$ cat src/verilog/cgsc_pkg.sv
// constants and types for the clock gear and standby control block
package cgsc_pkg;
	// register indices; byte address is four times the index
	localparam logic [7:0] CGSC_IDX_OSC0 = 8'hE0;
	localparam logic [7:0] CGSC_IDX_GEAR = 8'hE1;
	localparam logic [7:0] CGSC_IDX_STBY = 8'hE2;
	localparam logic [7:0] CGSC_IDX_MISC = 8'hE3;
	localparam logic [7:0] CGSC_IDX_KEY1 = 8'hE4;
	localparam logic [7:0] CGSC_IDX_KEY2 = 8'hE5;
	localparam logic [7:0] CGSC_IDX_AREA = 8'hE6;
	localparam logic [7:0] CGSC_IDX_DBL = 8'hE8;
	localparam logic [7:0] CGSC_IDX_CORR = 8'hE9;
	localparam int CGSC_ADDR_W = 10;
	// reset values
	localparam logic [7:0] CGSC_RST_OSC0 = 8'hE0;
	localparam logic [7:0] CGSC_RST_GEAR = 8'h04;
	localparam logic [7:0] CGSC_RST_STBY = 8'h2C;
	localparam logic [7:0] CGSC_RST_MISC = 8'h03;
	localparam logic [7:0] CGSC_RST_AREA = 8'h00;
	localparam logic [7:0] CGSC_RST_DBL = 8'h00;
	localparam logic [7:0] CGSC_RST_CORR = 8'h13;
	// oscillator_control_0 fields
	localparam int CGSC_HF_EN = 7;
	localparam int CGSC_LF_EN = 6;
	localparam int CGSC_HF_AFTER = 5;
	localparam int CGSC_LF_AFTER = 4;
	localparam int CGSC_POST_SEL = 3;
	localparam int CGSC_WARMUP_FLAG = 2;
	// clock_select_gear fields
	localparam int CGSC_SYS_SEL = 3;
	// standby_warmup_control fields
	localparam int CGSC_PS_DISABLE = 7;
	localparam int CGSC_DRV_SEL = 1;
	localparam int CGSC_PIN_DRIVE = 0;
	// misc_clock_control fields
	localparam int CGSC_PROTECT = 7;
	localparam int CGSC_DISP_SRC = 6;
	localparam int CGSC_ADDR_HOLD = 5;
	localparam int CGSC_MEL_SRC = 4;
	localparam int CGSC_EXT_HF = 2;
	localparam int CGSC_HF_DRV = 1;
	localparam int CGSC_LF_DRV = 0;
	localparam logic [7:0] CGSC_MISC_RW = 8'h77;
	// area_write_detect and doubler_control masks
	localparam logic [7:0] CGSC_AREA_EN = 8'h70;
	localparam logic [7:0] CGSC_DBL_RW = 8'hD0;
	localparam int CGSC_LOCKUP_FLAG = 5;
	localparam int CGSC_LOCKUP_SEL = 4;
	// protection keys
	localparam logic [7:0] CGSC_KEY_A = 8'h5A;
	localparam logic [7:0] CGSC_KEY_B = 8'hA5;
	// counts in input clock periods
	localparam logic [16:0] CGSC_WARMUP_SHORT = 17'h00100;
	localparam logic [12:0] CGSC_LOCKUP_SHORT = 13'h0400;
	localparam logic [12:0] CGSC_LOCKUP_LONG = 13'h1000;
	typedef enum logic [2:0] {CGSC_RUN, CGSC_STOP, CGSC_IDLE_MODE_ONE, CGSC_IDLE_MODE_TWO, CGSC_WARM} cgsc_mode_e;
endpackage : cgsc_pkg

$ cat src/verilog/cgsc_top.sv
// clock gear, oscillator, warm-up, doubler and standby control with avalon slave
// Function
// - hf oscillator enable: 0 stops, resets 1
// - lf oscillator enable: 0 stops, resets 1
// - oscillator choices after stop release, hf1 lf0
// - clock after stop release: hf or lf
// - write 1 starts warm-up; read busy
// - prescaler clock: fast clock or hf/16
// - system clock: hf (0), lf (1)
// - gear divides hf by 1..16, resets /16
// - warm-up length 2^8, 2^14, 2^16 periods
// - halt mode: stop, idle one, idle two
// - drive setting applies to stop or idle one
// - pin drive held in stop or idle one, as chosen by the drive setting, when set
// - power-save disable bit, resets zero
// - read-only protection flag, resets off
// - address hold enable bit, resets zero
// - external hf clock instead of oscillator
// - oscillator drive strength normal or weak
// - display and melody clock source select
// - doubler action code selects doubler, lock-up, clock
// - lock-up flag high while the lock-up count runs
// - area write detect enables and flags
`timescale 1ns/1ps
module cgsc_top #(
	parameter int WARMUP_MID_CYCLES = 16384,
	parameter int WARMUP_LONG_CYCLES = 65536
) (
	input wire logic sys_clk,
	input wire logic rst_n,
	input wire logic [cgsc_pkg::CGSC_ADDR_W-1:0] avs_address,
	input wire logic avs_read,
	input wire logic avs_write,
	input wire logic [31:0] avs_writedata,
	input wire logic [3:0] avs_byteenable,
	output logic [31:0] avs_readdata,
	output logic avs_waitrequest,
	input wire logic halt_req,
	input wire logic wake_req,
	input wire logic lf_clock_pin,
	input wire logic area_write_a,
	input wire logic area_write_b,
	input wire logic area_write_c,
	output logic hf_osc_run,
	output logic lf_osc_run,
	output logic system_clock_en,
	output logic prescaler_clock_en,
	output logic system_clock_is_lf,
	output logic core_clock_hold,
	output logic standby_stop,
	output logic standby_idle_one,
	output logic standby_idle_two,
	output logic standby_pin_drive,
	output logic power_save_disable,
	output logic address_hold,
	output logic external_hf_clock,
	output logic hf_osc_drive_strength,
	output logic lf_osc_drive_strength,
	output logic display_clock_src,
	output logic melody_clock_src,
	output logic protect_on,
	output logic clock_doubler_run,
	output logic lockup_logic_run,
	output logic doubled_clock_sel
);
	import cgsc_pkg::*;

	typedef struct packed {
		logic [7:0] osc0;
		logic [7:0] gear;
		logic [7:0] stby;
		logic [7:0] misc;
		logic [7:0] area;
		logic [7:0] dbl;
		logic [7:0] corr;
		logic protect;
		logic [1:0] key_step;
		logic [16:0] wu_cnt;
		logic [12:0] lu_cnt;
		cgsc_mode_e mode;
		logic [3:0] gear_cnt;
		logic [3:0] pre_cnt;
		logic lf_meta;
		logic lf_sync;
		logic lf_prev;
		logic ack;
		logic [31:0] rdata;
		logic hf_run;
		logic lf_run;
		logic sys_en;
		logic pre_en;
		logic sys_lf;
		logic hold;
		logic st_stop;
		logic st_idle_mode_one;
		logic st_idle_mode_two;
		logic pins;
		logic dbl_run;
		logic lu_run;
		logic dbl_sel;
	} cgsc_state_s;

	cgsc_state_s s_q;
	cgsc_state_s s_d;

	function automatic logic [16:0] cgsc_warm_len(input logic [1:0] code);
		unique case (code)
			2'b10: cgsc_warm_len = 17'(WARMUP_MID_CYCLES);
			2'b11: cgsc_warm_len = 17'(WARMUP_LONG_CYCLES);
			default: cgsc_warm_len = CGSC_WARMUP_SHORT;
		endcase
	endfunction : cgsc_warm_len

	function automatic logic [3:0] cgsc_gear_last(input logic [2:0] code);
		unique case (code)
			3'h0: cgsc_gear_last = 4'h0;
			3'h1: cgsc_gear_last = 4'h1;
			3'h2: cgsc_gear_last = 4'h3;
			3'h3: cgsc_gear_last = 4'h7;
			default: cgsc_gear_last = 4'hF;
		endcase
	endfunction : cgsc_gear_last

	logic req;
	logic accept;
	logic hit_word;
	logic [7:0] idx;
	logic [7:0] wbyte;
	logic wr_ok;
	logic [7:0] rbyte;
	logic lf_tick;
	logic gear_tick;
	logic hf16_tick;
	logic hf_clk_live;
	logic running;

	always_comb begin
		s_d = s_q;
		req = avs_read | avs_write;
		accept = req & s_q.ack;
		idx = avs_address[CGSC_ADDR_W-1:2];
		hit_word = avs_address[1:0] == 2'h0;
		wbyte = avs_writedata[7:0];
		wr_ok = avs_write & accept & avs_byteenable[0] & hit_word;
		rbyte = 8'h00;
		lf_tick = s_q.lf_sync & ~s_q.lf_prev;
		hf_clk_live = s_q.osc0[CGSC_HF_EN] | s_q.misc[CGSC_EXT_HF];
		gear_tick = hf_clk_live & (s_q.gear_cnt >= cgsc_gear_last(s_q.gear[2:0]));
		hf16_tick = hf_clk_live & (s_q.pre_cnt == 4'hF);
		running = s_q.mode == CGSC_RUN;

		// lf clock pin synchroniser
		s_d.lf_meta = lf_clock_pin;
		s_d.lf_sync = s_q.lf_meta;
		s_d.lf_prev = s_q.lf_sync;

		// gear divider and hf/16 divider
		s_d.gear_cnt = gear_tick ? 4'h0 : s_q.gear_cnt + 4'h1;
		s_d.pre_cnt = s_q.pre_cnt + 4'h1;

		// one wait state, then the answer
		s_d.ack = req & ~s_q.ack;
		if (hit_word) begin
			unique case (idx)
				CGSC_IDX_OSC0: rbyte = {s_q.osc0[7:3], s_q.wu_cnt != 17'h0, s_q.osc0[1:0]};
				CGSC_IDX_GEAR: rbyte = s_q.gear;
				CGSC_IDX_STBY: rbyte = s_q.stby;
				CGSC_IDX_MISC: rbyte = {s_q.protect, s_q.misc[6:0]};
				CGSC_IDX_AREA: rbyte = s_q.area;
				CGSC_IDX_DBL: rbyte = {s_q.dbl[7:6], s_q.lu_cnt != 13'h0, s_q.dbl[4:0]};
				CGSC_IDX_CORR: rbyte = s_q.corr;
				default: rbyte = 8'h00;
			endcase
		end
		if (avs_read & ~s_q.ack) begin
			s_d.rdata = {24'h000000, rbyte};
		end

		// warm-up and lock-up counters
		if (s_q.wu_cnt != 17'h0) begin
			s_d.wu_cnt = s_q.wu_cnt - 17'h1;
		end
		if (s_q.lu_cnt != 13'h0) begin
			s_d.lu_cnt = s_q.lu_cnt - 13'h1;
		end
		if (s_q.dbl[7:6] != 2'b01) begin
			s_d.lu_cnt = 13'h0;
		end

		// area write detection, set wins over clear
		if (wr_ok && idx == CGSC_IDX_AREA) begin
			s_d.area = (wbyte & CGSC_AREA_EN) | (s_q.area & wbyte & 8'h07);
		end
		if (area_write_a & s_q.area[6]) begin
			s_d.area[2] = 1'b1;
		end
		if (area_write_b & s_q.area[5]) begin
			s_d.area[1] = 1'b1;
		end
		if (area_write_c & s_q.area[4]) begin
			s_d.area[0] = 1'b1;
		end

		// register writes
		if (wr_ok) begin
			unique case (idx)
				CGSC_IDX_OSC0: begin
					s_d.osc0 = {wbyte[7:3], 1'b0, wbyte[1:0]};
					if (wbyte[CGSC_WARMUP_FLAG]) begin
						s_d.wu_cnt = cgsc_warm_len(s_q.stby[5:4]);
					end
				end
				CGSC_IDX_GEAR: s_d.gear = wbyte & 8'h0F;
				CGSC_IDX_STBY: s_d.stby = wbyte & 8'hBF;
				CGSC_IDX_MISC: s_d.misc = wbyte & CGSC_MISC_RW;
				CGSC_IDX_DBL: begin
					s_d.dbl = wbyte & CGSC_DBL_RW;
					if (wbyte[7:6] == 2'b01 && s_q.dbl[7:6] != 2'b01) begin
						s_d.lu_cnt = wbyte[CGSC_LOCKUP_SEL] ? CGSC_LOCKUP_SHORT : CGSC_LOCKUP_LONG;
					end
				end
				CGSC_IDX_CORR: s_d.corr = wbyte;
				default: begin
				end
			endcase
			// key sequence: 5A, A5 then A5, 5A on consecutive writes
			s_d.key_step = 2'h0;
			unique case (s_q.key_step)
				2'h0: if (idx == CGSC_IDX_KEY1 && wbyte == CGSC_KEY_A) s_d.key_step = 2'h1;
				2'h1: if (idx == CGSC_IDX_KEY2 && wbyte == CGSC_KEY_B) s_d.key_step = 2'h2;
				2'h2: if (idx == CGSC_IDX_KEY1 && wbyte == CGSC_KEY_B) s_d.key_step = 2'h3;
				2'h3: if (idx == CGSC_IDX_KEY2 && wbyte == CGSC_KEY_A) s_d.protect = ~s_q.protect;
			endcase
			if (s_d.key_step == 2'h0 && idx == CGSC_IDX_KEY1 && wbyte == CGSC_KEY_A) begin
				s_d.key_step = 2'h1;
			end
		end

		// standby sequencing
		unique case (s_q.mode)
			CGSC_RUN: begin
				if (halt_req) begin
					unique case (s_q.stby[3:2])
						2'b01: s_d.mode = CGSC_STOP;
						2'b10: s_d.mode = CGSC_IDLE_MODE_ONE;
						2'b11: s_d.mode = CGSC_IDLE_MODE_TWO;
						default: s_d.mode = CGSC_RUN;
					endcase
				end
			end
			CGSC_STOP: begin
				if (wake_req) begin
					s_d.osc0[CGSC_HF_EN] = s_q.osc0[CGSC_HF_AFTER];
					s_d.osc0[CGSC_LF_EN] = s_q.osc0[CGSC_LF_AFTER];
					s_d.gear[CGSC_SYS_SEL] = s_q.osc0[CGSC_POST_SEL];
					s_d.wu_cnt = cgsc_warm_len(s_q.stby[5:4]);
					s_d.mode = CGSC_WARM;
				end
			end
			CGSC_IDLE_MODE_ONE, CGSC_IDLE_MODE_TWO: begin
				if (wake_req) begin
					s_d.mode = CGSC_RUN;
				end
			end
			CGSC_WARM: begin
				if (s_q.wu_cnt == 17'h0) begin
					s_d.mode = CGSC_RUN;
				end
			end
			default: s_d.mode = CGSC_RUN;
		endcase

		// registered outputs
		s_d.hf_run = s_q.osc0[CGSC_HF_EN] & (s_q.mode != CGSC_STOP);
		s_d.lf_run = s_q.osc0[CGSC_LF_EN] & (s_q.mode != CGSC_STOP);
		s_d.sys_lf = s_q.gear[CGSC_SYS_SEL];
		s_d.sys_en = running & (s_q.gear[CGSC_SYS_SEL] ? (lf_tick & s_q.osc0[CGSC_LF_EN]) : gear_tick);
		unique case (s_q.osc0[1:0])
			2'b00: s_d.pre_en = running & gear_tick;
			2'b10: s_d.pre_en = running & hf16_tick;
			default: s_d.pre_en = 1'b0;
		endcase
		s_d.hold = ~running;
		s_d.st_stop = s_q.mode == CGSC_STOP;
		s_d.st_idle_mode_one = s_q.mode == CGSC_IDLE_MODE_ONE;
		s_d.st_idle_mode_two = s_q.mode == CGSC_IDLE_MODE_TWO;
		s_d.pins = s_q.stby[CGSC_PIN_DRIVE] & (s_q.stby[CGSC_DRV_SEL] ? s_q.mode == CGSC_STOP
			: s_q.mode == CGSC_IDLE_MODE_ONE);
		s_d.dbl_run = s_q.dbl[7:6] != 2'b00;
		s_d.lu_run = s_q.dbl[7:6] == 2'b01;
		s_d.dbl_sel = s_q.dbl[7:6] == 2'b10;
	end

	always_ff @(posedge sys_clk or negedge rst_n) begin
		if (!rst_n) begin
			s_q <= '0;
			s_q.osc0 <= CGSC_RST_OSC0;
			s_q.gear <= CGSC_RST_GEAR;
			s_q.stby <= CGSC_RST_STBY;
			s_q.misc <= CGSC_RST_MISC;
			s_q.area <= CGSC_RST_AREA;
			s_q.dbl <= CGSC_RST_DBL;
			s_q.corr <= CGSC_RST_CORR;
			s_q.mode <= CGSC_RUN;
			s_q.hf_run <= 1'b1;
			s_q.lf_run <= 1'b1;
		end else begin
			s_q <= s_d;
		end
	end

	assign avs_readdata = s_q.rdata;
	assign avs_waitrequest = ~s_q.ack;
	assign hf_osc_run = s_q.hf_run;
	assign lf_osc_run = s_q.lf_run;
	assign system_clock_en = s_q.sys_en;
	assign prescaler_clock_en = s_q.pre_en;
	assign system_clock_is_lf = s_q.sys_lf;
	assign core_clock_hold = s_q.hold;
	assign standby_stop = s_q.st_stop;
	assign standby_idle_one = s_q.st_idle_mode_one;
	assign standby_idle_two = s_q.st_idle_mode_two;
	assign standby_pin_drive = s_q.pins;
	assign power_save_disable = s_q.stby[CGSC_PS_DISABLE];
	assign address_hold = s_q.misc[CGSC_ADDR_HOLD];
	assign external_hf_clock = s_q.misc[CGSC_EXT_HF];
	assign hf_osc_drive_strength = s_q.misc[CGSC_HF_DRV];
	assign lf_osc_drive_strength = s_q.misc[CGSC_LF_DRV];
	assign display_clock_src = s_q.misc[CGSC_DISP_SRC];
	assign melody_clock_src = s_q.misc[CGSC_MEL_SRC];
	assign protect_on = s_q.protect;
	assign clock_doubler_run = s_q.dbl_run;
	assign lockup_logic_run = s_q.lu_run;
	assign doubled_clock_sel = s_q.dbl_sel;
endmodule : cgsc_top

$ cat config.mk
export PLATFORM = sky130hd
export DESIGN_NAME = cgsc_top
export DESIGN_NICKNAME = d
export VERILOG_FILES = /design/src/verilog/cgsc_pkg.sv /design/src/verilog/cgsc_top.sv
export SDC_FILE = /design/constraint.sdc
export NUM_CORES = 1
export LEC_CHECK = 0
export BUFFER_PORTS_ARGS = -buffer_cell sky130_fd_sc_hd__buf_2
export CAP_MARGIN = 10
export CELL_PAD_IN_SITES_DETAIL_PLACEMENT = 0
export CELL_PAD_IN_SITES_GLOBAL_PLACEMENT = 1
export CORE_MARGIN = 2
export CORE_UTILIZATION = 39
export CTS_CLUSTER_DIAMETER = 200
export DETAILED_ROUTE_END_ITERATION = 8
export GPL_TIMING_DRIVEN = 0
export HOLD_SLACK_MARGIN = 0.05
export PLACE_DENSITY_LB_ADDON = 0.1
export SYNTH_ARGS = -nofsm -noshare
export SYNTH_HDL_FRONTEND = slang
export SYNTH_SLANG_ARGS = --single-unit
$ cat constraint.sdc
create_clock -name sys_clk -period 2.16 [get_ports sys_clk]
set_clock_uncertainty 0.1 [all_clocks]
set_input_delay 0.108 -clock sys_clk [delete_from_list [all_inputs] [get_ports sys_clk]]
set_output_delay 0.108 -clock sys_clk [all_outputs]
set_load 0.05 [all_outputs]
==> impl_metrics.ini, run 1 <==
[clocking]
buffers_from_clock_root_to_sink_at_most = 2
cts.clk_slew.worst_paths_ns = 0.07
cts_tree = built
cts_made_buffers = 9
cts_sinks = 110
clock_insertion_delay_worst_skew_ns = 0.36
cts_root_buf = sky130_fd_sc_hd__clkbuf_16
cts.htree.levels = 3

[yosys]
yosys_warnings = 0
ys_types = 64
postSynth.asyncResetShare_pct = 100
netlist_instances = 523
ys_ff_latch = 110
mappedNetlistArea_um2 = 5540
synth-edff-count = 0
synth_top_flop_cell = sky130_fd_sc_hd__dfrtp_1
yosysSeqAreaShare_pct = 50.0
post_synth.cell_area_avg_um2 = 10.6

[pwr]
overall_power_mw = 4.92
power_density_normalized_to_cell_area_nw_per_um2 = 713
cellInternalPower_mw = 3.55
switchingPower_mw = 1.37
cellLeakagePower_nw = 3.23
power.switching_fraction_pct = 27.9
sequential_cell_fraction_of_total_power_pct = 47.2
power.clock.fraction_pct = 37.1
vdd_ir_drop_max_mv = 0.628
comb_power_share_pct = 15.7

[sta]
drv_slew = 0
layout_setup_ws_ns = 0.0284
layout_min_cycle_time_ns = 2.13
holdWs_ns = 0.0569
rsz0062_at_grt = true
fmax_mhz = 469
worstMarginPinSlew_ns = 0.818
fin_tns_setup_ns = 0
setup-violations-final = 0
timing.max_slew.rel_slack_pct = 45.4
layout_worst_path_cycle_share_pct = 98.7
timing.final.hold_violations = 0

[cells_and_area]
insertedDiodeCount = 0
fin_nets = 708
fill_cells = 1308
layoutNonFillerInstCount = 827
multiInputGateArea_um2 = 2640
largest_register_ffs = 78
layout-area-overhead-vs-synth_pct = 24.5
post_route_utilization_pct = 49.7
ff_latch_area_um2 = 2770
layout-drive-gt1-share_pct = 31.4
finalInstanceArea_um2 = 6900
max_flop_register = s_q

[floorplanning]
fp-row-count = 43
design.die.area_um2 = 15200
chipWidth_um = 123
floorplan.core_area_um2 = 13900
initial_utilization_pct = 39.9
ports_placed_on_the_boundary = 110
floorplan.die.height_um = 123

[routing]
totalWireLength_mm = 14.0
drt_iter0_markers = 212
antenna_violating_nets_left = 0
drt_pre_antenna_iters = 4
routed_via_density = 5.10
vias = 4217
detail_route.wl_per_cell_um = 17.0
drcViolationCount = 0

[setup_path]
crit_path_max_incr_delay_ns = 0.40
cp_data_arrival_time_ns = 2.28
worstSetupPathType = register to register
critical_path.cell_chain = or3_1 > ha_1 > nand2b_4 > a211o_1 > a21oi_4 > nor3_2 > o21ba_2
critPathSlowestCell = sky130_fd_sc_hd__dfrtp_1
worstSetupEndpointType = register
critPathLaunchType = register
cp_max_fo = 3
cp.required_ns = 2.31

[placement]
total_placed_cells_including_tap_cells = 784
dp.final_hpwl_mm = 9.85
rd_place_congestion = 0.830
postPlaceCellArea_um2 = 6170
port_buffers = 57
dpl_worst_slack_ns = -0.393

[global_routing]
grt_max_degree = 60
grt.overflow.total = 0
grt_antenna_before_repair = 0
grt_pass1_vias = 4143
grtUsageTotal_pct = 19.5
grt_pass1_wl_mm = 22.2

[hold_path]
holdCritPathClass = primary input to register

[run_status]
status = completed

[job]
drv_cap = 0
## layout make-up
type,count,share of cell area [%]
multi-input combinational,373,38.3
inverter,13,0.707
clock buffer,11,3.52
clock inverter,5,1.18
sequential,110,40.1
buffer,48,4.55
timing repair buffer,87,8.38
tap,180,3.26
## cells in the final DEF (no fill, tap or decap), drive strengths merged, types with 3 or more instances in the layout
cell type,Yosys,final
a21oi,17,17
clkbuf,12,22
nor4b,4,4
nor4,9,9
buf,38,106
nor3,15,15
nand2b,9,9
dfstp,14,14
xor2,14,14
xnor2,9,9
nand3b,3,3
mux2i,16,16
dfrtp,96,96
nand4,7,7
nor3b,7,7
o21ai,22,22
nand3,19,19
nand2,35,35
dlygate4sd3,0,18
nor4bb,3,3
nor2b,9,9
inv,13,14
a32oi,3,3
conb,1,24
or4,5,5
or3,5,5
nand4b,6,6
mux2,33,33
a31o,3,3
ha,10,10
and3,5,5
nor2,50,50
## cells in the mapped netlist, drive strengths merged, types with 2 or more instances
library cell,count,area (um^2)
a211oi,2,15.0
a21oi,17,85.1
a221o,2,20.0
a22oi,2,15.0
a311o,2,20.0
a31o,3,26.3
a31oi,2,12.5
a32oi,3,26.3
and3,5,31.3
and4b,2,20.0
buf,38,269
clkbuf,12,45.0
dfrtp,96,2400
dfstp,14,368
ha,10,125
inv,13,48.8
mux2,33,372
mux2i,16,160
nand2,35,131
nand2b,9,56.3
nand3,19,95.1
nand3b,3,22.5
nand4,7,43.8
nand4b,6,58.8
nor2,50,190
nor2b,9,56.3
nor3,15,75.1
nor3b,7,62.6
nor4,9,71.3
nor4b,4,41.3
nor4bb,3,30.0
o21ai,22,114
o22ai,2,12.5
o41ai,2,17.5
or3,5,33.8
or4,5,41.3
xnor2,9,78.8
xor2,14,123
## kinds of logic (layout without fill, tap and decap cells)
kind of cell | count (synthesis) | after routing | synth area share (%)
compound gates | 69 | 69 | 8.08
fa+ha+maj | 10 | 10 | 2.26
xor+xnor | 23 | 23 | 3.63
simple gates | 198 | 198 | 19.8
buf+inv | 63 | 164 | 6.55
flops | 110 | 110 | 50.0
mux | 49 | 49 | 9.59
other cells | 1 | 24 | 0.0677
## routing by layer
layer	global-route usage [%]	part of all wire (%)	vias up
met4	6.39	1.3	0
met5	0	0	-
met1	25.7	45	2101
met2	32.2	49	72
li1	-	-	2030
met3	4.01	3.8	14
## worst paths after layout
check	start	endpoint	cells after the start	slack, ns
setup / recovery	s_q[134]	system_clock_en	7	0.03
hold / removal	avs_write	s_q[90]	3	0.06
setup reg to reg	s_q[134]	system_clock_en	7	0.03
hold reg to reg	s_d[47]	s_d[46]	0	0.25
max in group asynchronous	rst_n	s_q[146]	3	0.95
min in group asynchronous	rst_n	s_q[65]	2	0.23
## critical path, delay by kind of cell, from the launching register on
kind	cells	cell delay [ns]
AO/OA/AOI/OAI	3	0.66
adder cells (fa/ha/maj)	1	0.29
AND/OR/NAND/NOR	3	0.56
flip-flops	1	0.40
## power by group through the flow
| stage | logic (mW) | clock network, mW | registers (mW) |
|---|---|---|---|
| 2_1_floorplan | 0.486 | 0 | 2.33 |
| 3_3_place_gp | 0.655 | 0 | 2.34 |
| 3_5_place_dp | 0.684 | 0 | 2.34 |
| 4_1_cts | 0.726 | 1.87 | 2.31 |
| 5_1_grt | 0.868 | 1.96 | 2.34 |
| 6_report | 0.774 | 1.83 | 2.32 |
## what timing repair did
action                                  4_1_cts  5_1_grt
pin swaps                                     3       10
endpoints found under the setup margin       34       45
hold buffers                                 18        0
setup buffers                                 3        8
resized for setup                            14       19
endpoints found under the hold margin        86        0
(Power assumes the default switching activity.)
==> run 2, diff against run 1 <==
--- a/config.mk
+++ b/config.mk
@@ -10,7 +10,7 @@
 export CELL_PAD_IN_SITES_DETAIL_PLACEMENT = 0
 export CELL_PAD_IN_SITES_GLOBAL_PLACEMENT = 1
 export CORE_MARGIN = 2
-export CORE_UTILIZATION = 39
+export CORE_UTILIZATION = 40
 export CTS_CLUSTER_DIAMETER = 200
 export DETAILED_ROUTE_END_ITERATION = 8
 export GPL_TIMING_DRIVEN = 0
==> constraint.sdc (replaced) <==
create_clock -name sys_clk -period 2.2 [get_ports sys_clk]
set_clock_uncertainty 0.1 [all_clocks]
set_input_delay 0.11 -clock sys_clk [delete_from_list [all_inputs] [get_ports sys_clk]]
set_output_delay 0.11 -clock sys_clk [all_outputs]
set_load 0.05 [all_outputs]
==> run 2 against run 1 <==
Compared with the run above:
- cell count unchanged
- first-iteration DRC count up 6.1%
- largest cell class unchanged
- sequential power down 2%
- largest power group unchanged
- die area down 2.4%
- total power down 6.5%
- critical path type unchanged
- sequential cell count unchanged
- via count up 0.95%
- combinational power down 3.0%
- clock power down 14%
- worst setup slack better by 0.0083 ns
- critical path depth unchanged
==> impl_metrics.ini, run 2 (synthesis results as in run 1) <==
[run_status]
status = completed

[global_routing]
grt_max_degree = 70
grt.overflow.total = 0
grt_pass1_wl_mm = 21.8
grt_antenna_before_repair = 0
grtUsageTotal_pct = 19.3
grt_pass1_vias = 4155

[hold_path]
hold_wc_startpoint = avs_writedata[0]
holdPathStages = 2
worst_hold_endpoint = lf_osc_drive_strength
holdCritPathClass = primary input to register

[cells_and_area]
fin_nets = 708
max_flop_register = s_q
multiInputGateArea_um2 = 2620
layoutNonFillerInstCount = 827
fill_cells = 1317
final_common_cell = sky130_fd_sc_hd__dfrtp_1
finalInstanceArea_um2 = 6830
largest_register_ffs = 78
insertedDiodeCount = 0
ff_latch_area_um2 = 2770
layout-area-overhead-vs-synth_pct = 23.2
layout-drive-gt1-share_pct = 30.9
layout_common_cells = 96 x sky130_fd_sc_hd__dfrtp_1, 60 x sky130_fd_sc_hd__buf_2, 49 x sky130_fd_sc_hd__nor2_1, 46 x sky130_fd_sc_hd__buf_4, 35 x sky130_fd_sc_hd__nand2_1

[setup_path]
worstSetupEndpointType = register
worstRegToRegCells = 7
worst_flop_to_flop_path_endpoint = system_clock_en
reg2reg_slack_ns = 0.04
cp.required_ns = 2.34
worstSetupPathType = register to register
worst_r2r_startpoint = s_q[135]
critPathLaunchType = register
cp_data_arrival_time_ns = 2.31
cp_max_fo = 3

[routing]
vias = 4257
antenna_violating_nets_left = 0
detail_route.wl_per_cell_um = 16.7
wl_met3_um = 531
drcViolationCount = 0
routed-wl-met2_mm = 6.73
routed_via_density = 5.15
highest-signal-layer = met4
drt_pre_antenna_iters = 4
m1WireLength_mm = 6.40
drt_iter0_markers = 225
totalWireLength_mm = 13.8

[sta]
worstMarginPinSlew_ns = 1.05
setup-violations-final = 0
rsz0062_at_grt = true
drv_slew = 0
timing.final.hold_violations = 0
fin_tns_setup_ns = 0
fmax_mhz = 462
holdWs_ns = 0.0619
layout_min_cycle_time_ns = 2.16
layout_worst_path_cycle_share_pct = 98.3
timing.max_slew.rel_slack_pct = 29.8
layout_setup_ws_ns = 0.0367

[floorplanning]
fp-row-count = 43
floorplan.core_area_um2 = 13700
ports_placed_on_the_boundary = 110
chipWidth_um = 122
design.die.area_um2 = 14800
floorplan.die.height_um = 122
initial_utilization_pct = 40.4

[clocking]
buffers_from_clock_root_to_sink_at_most = 2
clock_insertion_delay_worst_skew_ns = 0.35
cts_root_buf = sky130_fd_sc_hd__clkbuf_16
cts.htree.levels = 3
cts_made_buffers = 9
cts.clk_slew.worst_paths_ns = 0.07
cts_tree = built
cts_sinks = 110

[pwr]
vdd_ir_drop_max_mv = 0.389
switchingPower_mw = 1.37
sequential_cell_fraction_of_total_power_pct = 49.5
comb_power_share_pct = 16.3
power_density_normalized_to_cell_area_nw_per_um2 = 674
cellLeakagePower_nw = 3.21
power.switching_fraction_pct = 29.7
power.clock.fraction_pct = 34.1
cellInternalPower_mw = 3.24

[placement]
port_buffers = 57
dpl_worst_slack_ns = -0.324
total_placed_cells_including_tap_cells = 784
rd_place_congestion = 0.837
dp.final_hpwl_mm = 9.93
postPlaceCellArea_um2 = 6170

[job]
drv_cap = 0
==> run 2: changes by cell type in the layout (fill, tap and decap cells not counted), sizes merged <==
cell / change
buf: +3
bufinv: -2
clkbuf: -3
clkinv: +4
clkinvlp: -1
dlygate4sd3: -2
inv: +1
==> run 2: worst max path at each step <==
stage,slack [ns],end,depth (start not counted),start
after floorplan,0.04,s_q[72],7,s_q[60]
after global placement,-0.39,system_clock_is_lf,1,rst_n
after detailed placement,-0.32,external_hf_clock,6,avs_address[6]
after CTS,-0.02,s_q[72],7,s_q[60]
after global routing,-0.01,system_clock_en,7,s_q[135]
final,0.04,system_clock_en,7,s_q[135]
==> run 2: layout make-up <==
type	count	area share, %
buffer	48	4.58
timing repair buffer	87	8.39
clock buffer	9	3.30
tap	180	3.30
clock inverter	7	0.861
multi-input combinational	373	38.3
sequential	110	40.6
inverter	13	0.714
==> run 2: power groups by stage <==
| stage | registers, mW | clock network [mW] | logic [mW] |
|---|---|---|---|
| 4_1_cts | 2.27 | 1.63 | 0.737 |
| 5_1_grt | 2.29 | 1.70 | 0.836 |
| 2_1_floorplan | 2.29 | 0 | 0.477 |
| 3_3_place_gp | 2.30 | 0 | 0.643 |
| 3_5_place_dp | 2.30 | 0 | 0.677 |
| 6_report | 2.28 | 1.57 | 0.751 |
==> run 2: worst max-delay path: stages, from the launching register on <==
cell	delay, ns
sky130_fd_sc_hd__dfstp_2	0.38
sky130_fd_sc_hd__or3_1	0.37
sky130_fd_sc_hd__ha_1	0.27
sky130_fd_sc_hd__nand2b_1	0.14
sky130_fd_sc_hd__a211o_1	0.32
sky130_fd_sc_hd__a21oi_4	0.18
sky130_fd_sc_hd__nor3_1	0.09
sky130_fd_sc_hd__o21ba_2	0.21
==> run 2: layer usage <==
metal  GRT usage, %  vias up
li1               -     2054
met1           26.0     2108
met2           31.3       85
met3           4.03       10
met4           5.96        0
met5              0        -
==> run 2: repair_timing <==
action,4_1_cts,5_1_grt
gates resized for setup,11,14
setup buffers,3,10
hold endpoints to repair,71,0
gates cloned,0,0
setup endpoints to repair,22,28
hold buffers,16,0
pin swaps,3,10
==> run 2: per-stage QoR <==
step | utilization, % | power, mW
after floorplan | - | 2.76
after global placement | 44.8 | 2.94
after detailed placement | 45.0 | 2.98
after CTS | 48.8 | 4.64
after global routing | 49.8 | 4.83
final | 49.8 | 4.60
==> run 3, diff against run 2 <==
--- a/config.mk
+++ b/config.mk
@@ -15,7 +15,7 @@
 export DETAILED_ROUTE_END_ITERATION = 8
 export GPL_TIMING_DRIVEN = 0
 export HOLD_SLACK_MARGIN = 0.05
-export PLACE_DENSITY_LB_ADDON = 0.1
+export PLACE_DENSITY_LB_ADDON = 0.15
 export SYNTH_ARGS = -nofsm -noshare
 export SYNTH_HDL_FRONTEND = slang
 export SYNTH_SLANG_ARGS = --single-unit
==> run 3 against run 2 <==
Compared with the run above:
- first-iteration DRC count up 18%
- critical path depth unchanged
- non-clock buffer count up 2
- routed wire length down 0.81%
- final area up 0.18%
- sequential share of layout area down 0.074 points
- clock-buffer cell count unchanged
==> impl_metrics.ini, run 3 (synthesis results as in run 1) <==
[floorplanning]
design.die.area_um2 = 14800
ports_placed_on_the_boundary = 110
chipWidth_um = 122
fp-row-count = 43
floorplan.die.height_um = 122
floorplan.core_area_um2 = 13700
initial_utilization_pct = 40.4

[clocking]
clock_insertion_delay_worst_skew_ns = 0.36
cts_root_buf = sky130_fd_sc_hd__clkbuf_16
cts_sinks = 110
cts.htree.levels = 3
cts_tree = built
buffers_from_clock_root_to_sink_at_most = 2
cts.clk_slew.worst_paths_ns = 0.08
cts_made_buffers = 9

[global_routing]
grt_antenna_before_repair = 0
grtUsageTotal_pct = 19.1
grt_pass1_vias = 4060
grt_max_degree = 62
grt.overflow.total = 0
grt_pass1_wl_mm = 21.5

[sta]
setup-violations-final = 0
timing.final.hold_violations = 0
holdWs_ns = 0.0800
layout_worst_path_cycle_share_pct = 99.1
worstMarginPinSlew_ns = 1.05
fmax_mhz = 459
layout_setup_ws_ns = 0.0209
rsz0062_at_grt = true
layout_min_cycle_time_ns = 2.18
fin_tns_setup_ns = 0
timing.max_slew.rel_slack_pct = 29.6
drv_slew = 0

[cells_and_area]
layout-drive-gt1-share_pct = 31.3
layoutNonFillerInstCount = 829
ff_latch_area_um2 = 2770
largest_register_ffs = 78
fin_nets = 710
multiInputGateArea_um2 = 2610
finalInstanceArea_um2 = 6840
layout_common_cells = 96 x sky130_fd_sc_hd__dfrtp_1, 60 x sky130_fd_sc_hd__buf_2, 49 x sky130_fd_sc_hd__nor2_1, 46 x sky130_fd_sc_hd__buf_4, 35 x sky130_fd_sc_hd__nand2_1
insertedDiodeCount = 0
final_common_cell = sky130_fd_sc_hd__dfrtp_1
max_flop_register = s_q
post_route_utilization_pct = 49.9
fill_cells = 1295
layout-area-overhead-vs-synth_pct = 23.5

[routing]
vias = 4266
drcViolationCount = 0
routed_via_density = 5.15
detail_route.wl_per_cell_um = 16.6
drt_pre_antenna_iters = 4
totalWireLength_mm = 13.7
drt_iter0_markers = 266
antenna_violating_nets_left = 0

[setup_path]
worst_r2r_startpoint = s_q[134]
cp_max_fo = 3
setup.worst_path.end = system_clock_en
worstSetupEndpointType = register
cp_data_arrival_time_ns = 2.33
cp.required_ns = 2.35
reg2reg_slack_ns = 0.02
worst_flop_to_flop_path_endpoint = system_clock_en
worstSetupPathType = register to register
critPathLaunchType = register
crit_path_start = s_q[134]
worstRegToRegCells = 7

[pwr]
power_density_normalized_to_cell_area_nw_per_um2 = 673
overall_power_mw = 4.60
vdd_ir_drop_max_mv = 0.424
cellLeakagePower_nw = 3.21

[job]
drv_cap = 0

[hold_path]
holdCritPathClass = primary input to register

[placement]
postPlaceCellArea_um2 = 6170
rd_place_congestion = 0.844
port_buffers = 57
total_placed_cells_including_tap_cells = 784
dp.final_hpwl_mm = 9.64
dpl_worst_slack_ns = -0.280

[run_status]
status = completed
## run 3: worst min-delay path by stage
stage | slack (ns) | startpoint | cells past startpoint | end
floorplan | -0.29 | rst_n | 0 | address_hold
global placement | 0.12 | lf_clock_pin | 1 | s_d[47]
detailed placement | -0.01 | rst_n | 1 | s_q[65]
CTS | 0.06 | avs_address[3] | 4 | avs_readdata[2]
global route | 0.08 | avs_address[3] | 4 | avs_readdata[2]
finish | 0.08 | halt_req | 4 | s_q[58]
## run 3: routing by layer
layer | part of all wire [%] | global-route usage [%] | vias up
met5 | 0 | 0 | -
met4 | 2.1 | 7.61 | 0
met3 | 4.9 | 3.23 | 18
met2 | 46 | 30.1 | 111
met1 | 47 | 26.2 | 2094
li1 | - | - | 2043
## run 3: what timing repair did
| item | 4_1_cts | 5_1_grt |
|---|---|---|
| gates resized for setup | 10 | 16 |
| pin swaps | 3 | 10 |
| endpoints found under the hold margin | 145 | 0 |
| hold buffers | 17 | 0 |
| buffers inserted | 3 | 11 |
| setup endpoints to repair | 21 | 30 |
| gates cloned | 0 | 0 |
## run 3: area by class of cell
cell class	instances	area share [%]
clock inverters	7	0.823
well taps	180	3.29
inverters	13	0.713
multi-input cells	373	38.1
plain buffers	48	4.57
repair buffers	89	8.69
flip-flops and latches	110	40.5
clock buffers	9	3.29
## run 3: where the power goes
group / total, mW / internal [mW] / switching [mW]
sequential: 2.27 / 2.14 / 0.136
combinational: 0.751 / 0.311 / 0.440
clock: 1.58 / 0.786 / 0.793
## run 3: worst max-delay path, cell delays in order (launching register included)
cell                       delay [ns]
sky130_fd_sc_hd__dfrtp_1         0.40
sky130_fd_sc_hd__or3_1           0.38
sky130_fd_sc_hd__ha_1            0.28
sky130_fd_sc_hd__nand2b_4        0.13
sky130_fd_sc_hd__a211o_1         0.32
sky130_fd_sc_hd__a21oi_4         0.20
sky130_fd_sc_hd__nor3_2          0.06
sky130_fd_sc_hd__o21ba_2         0.21
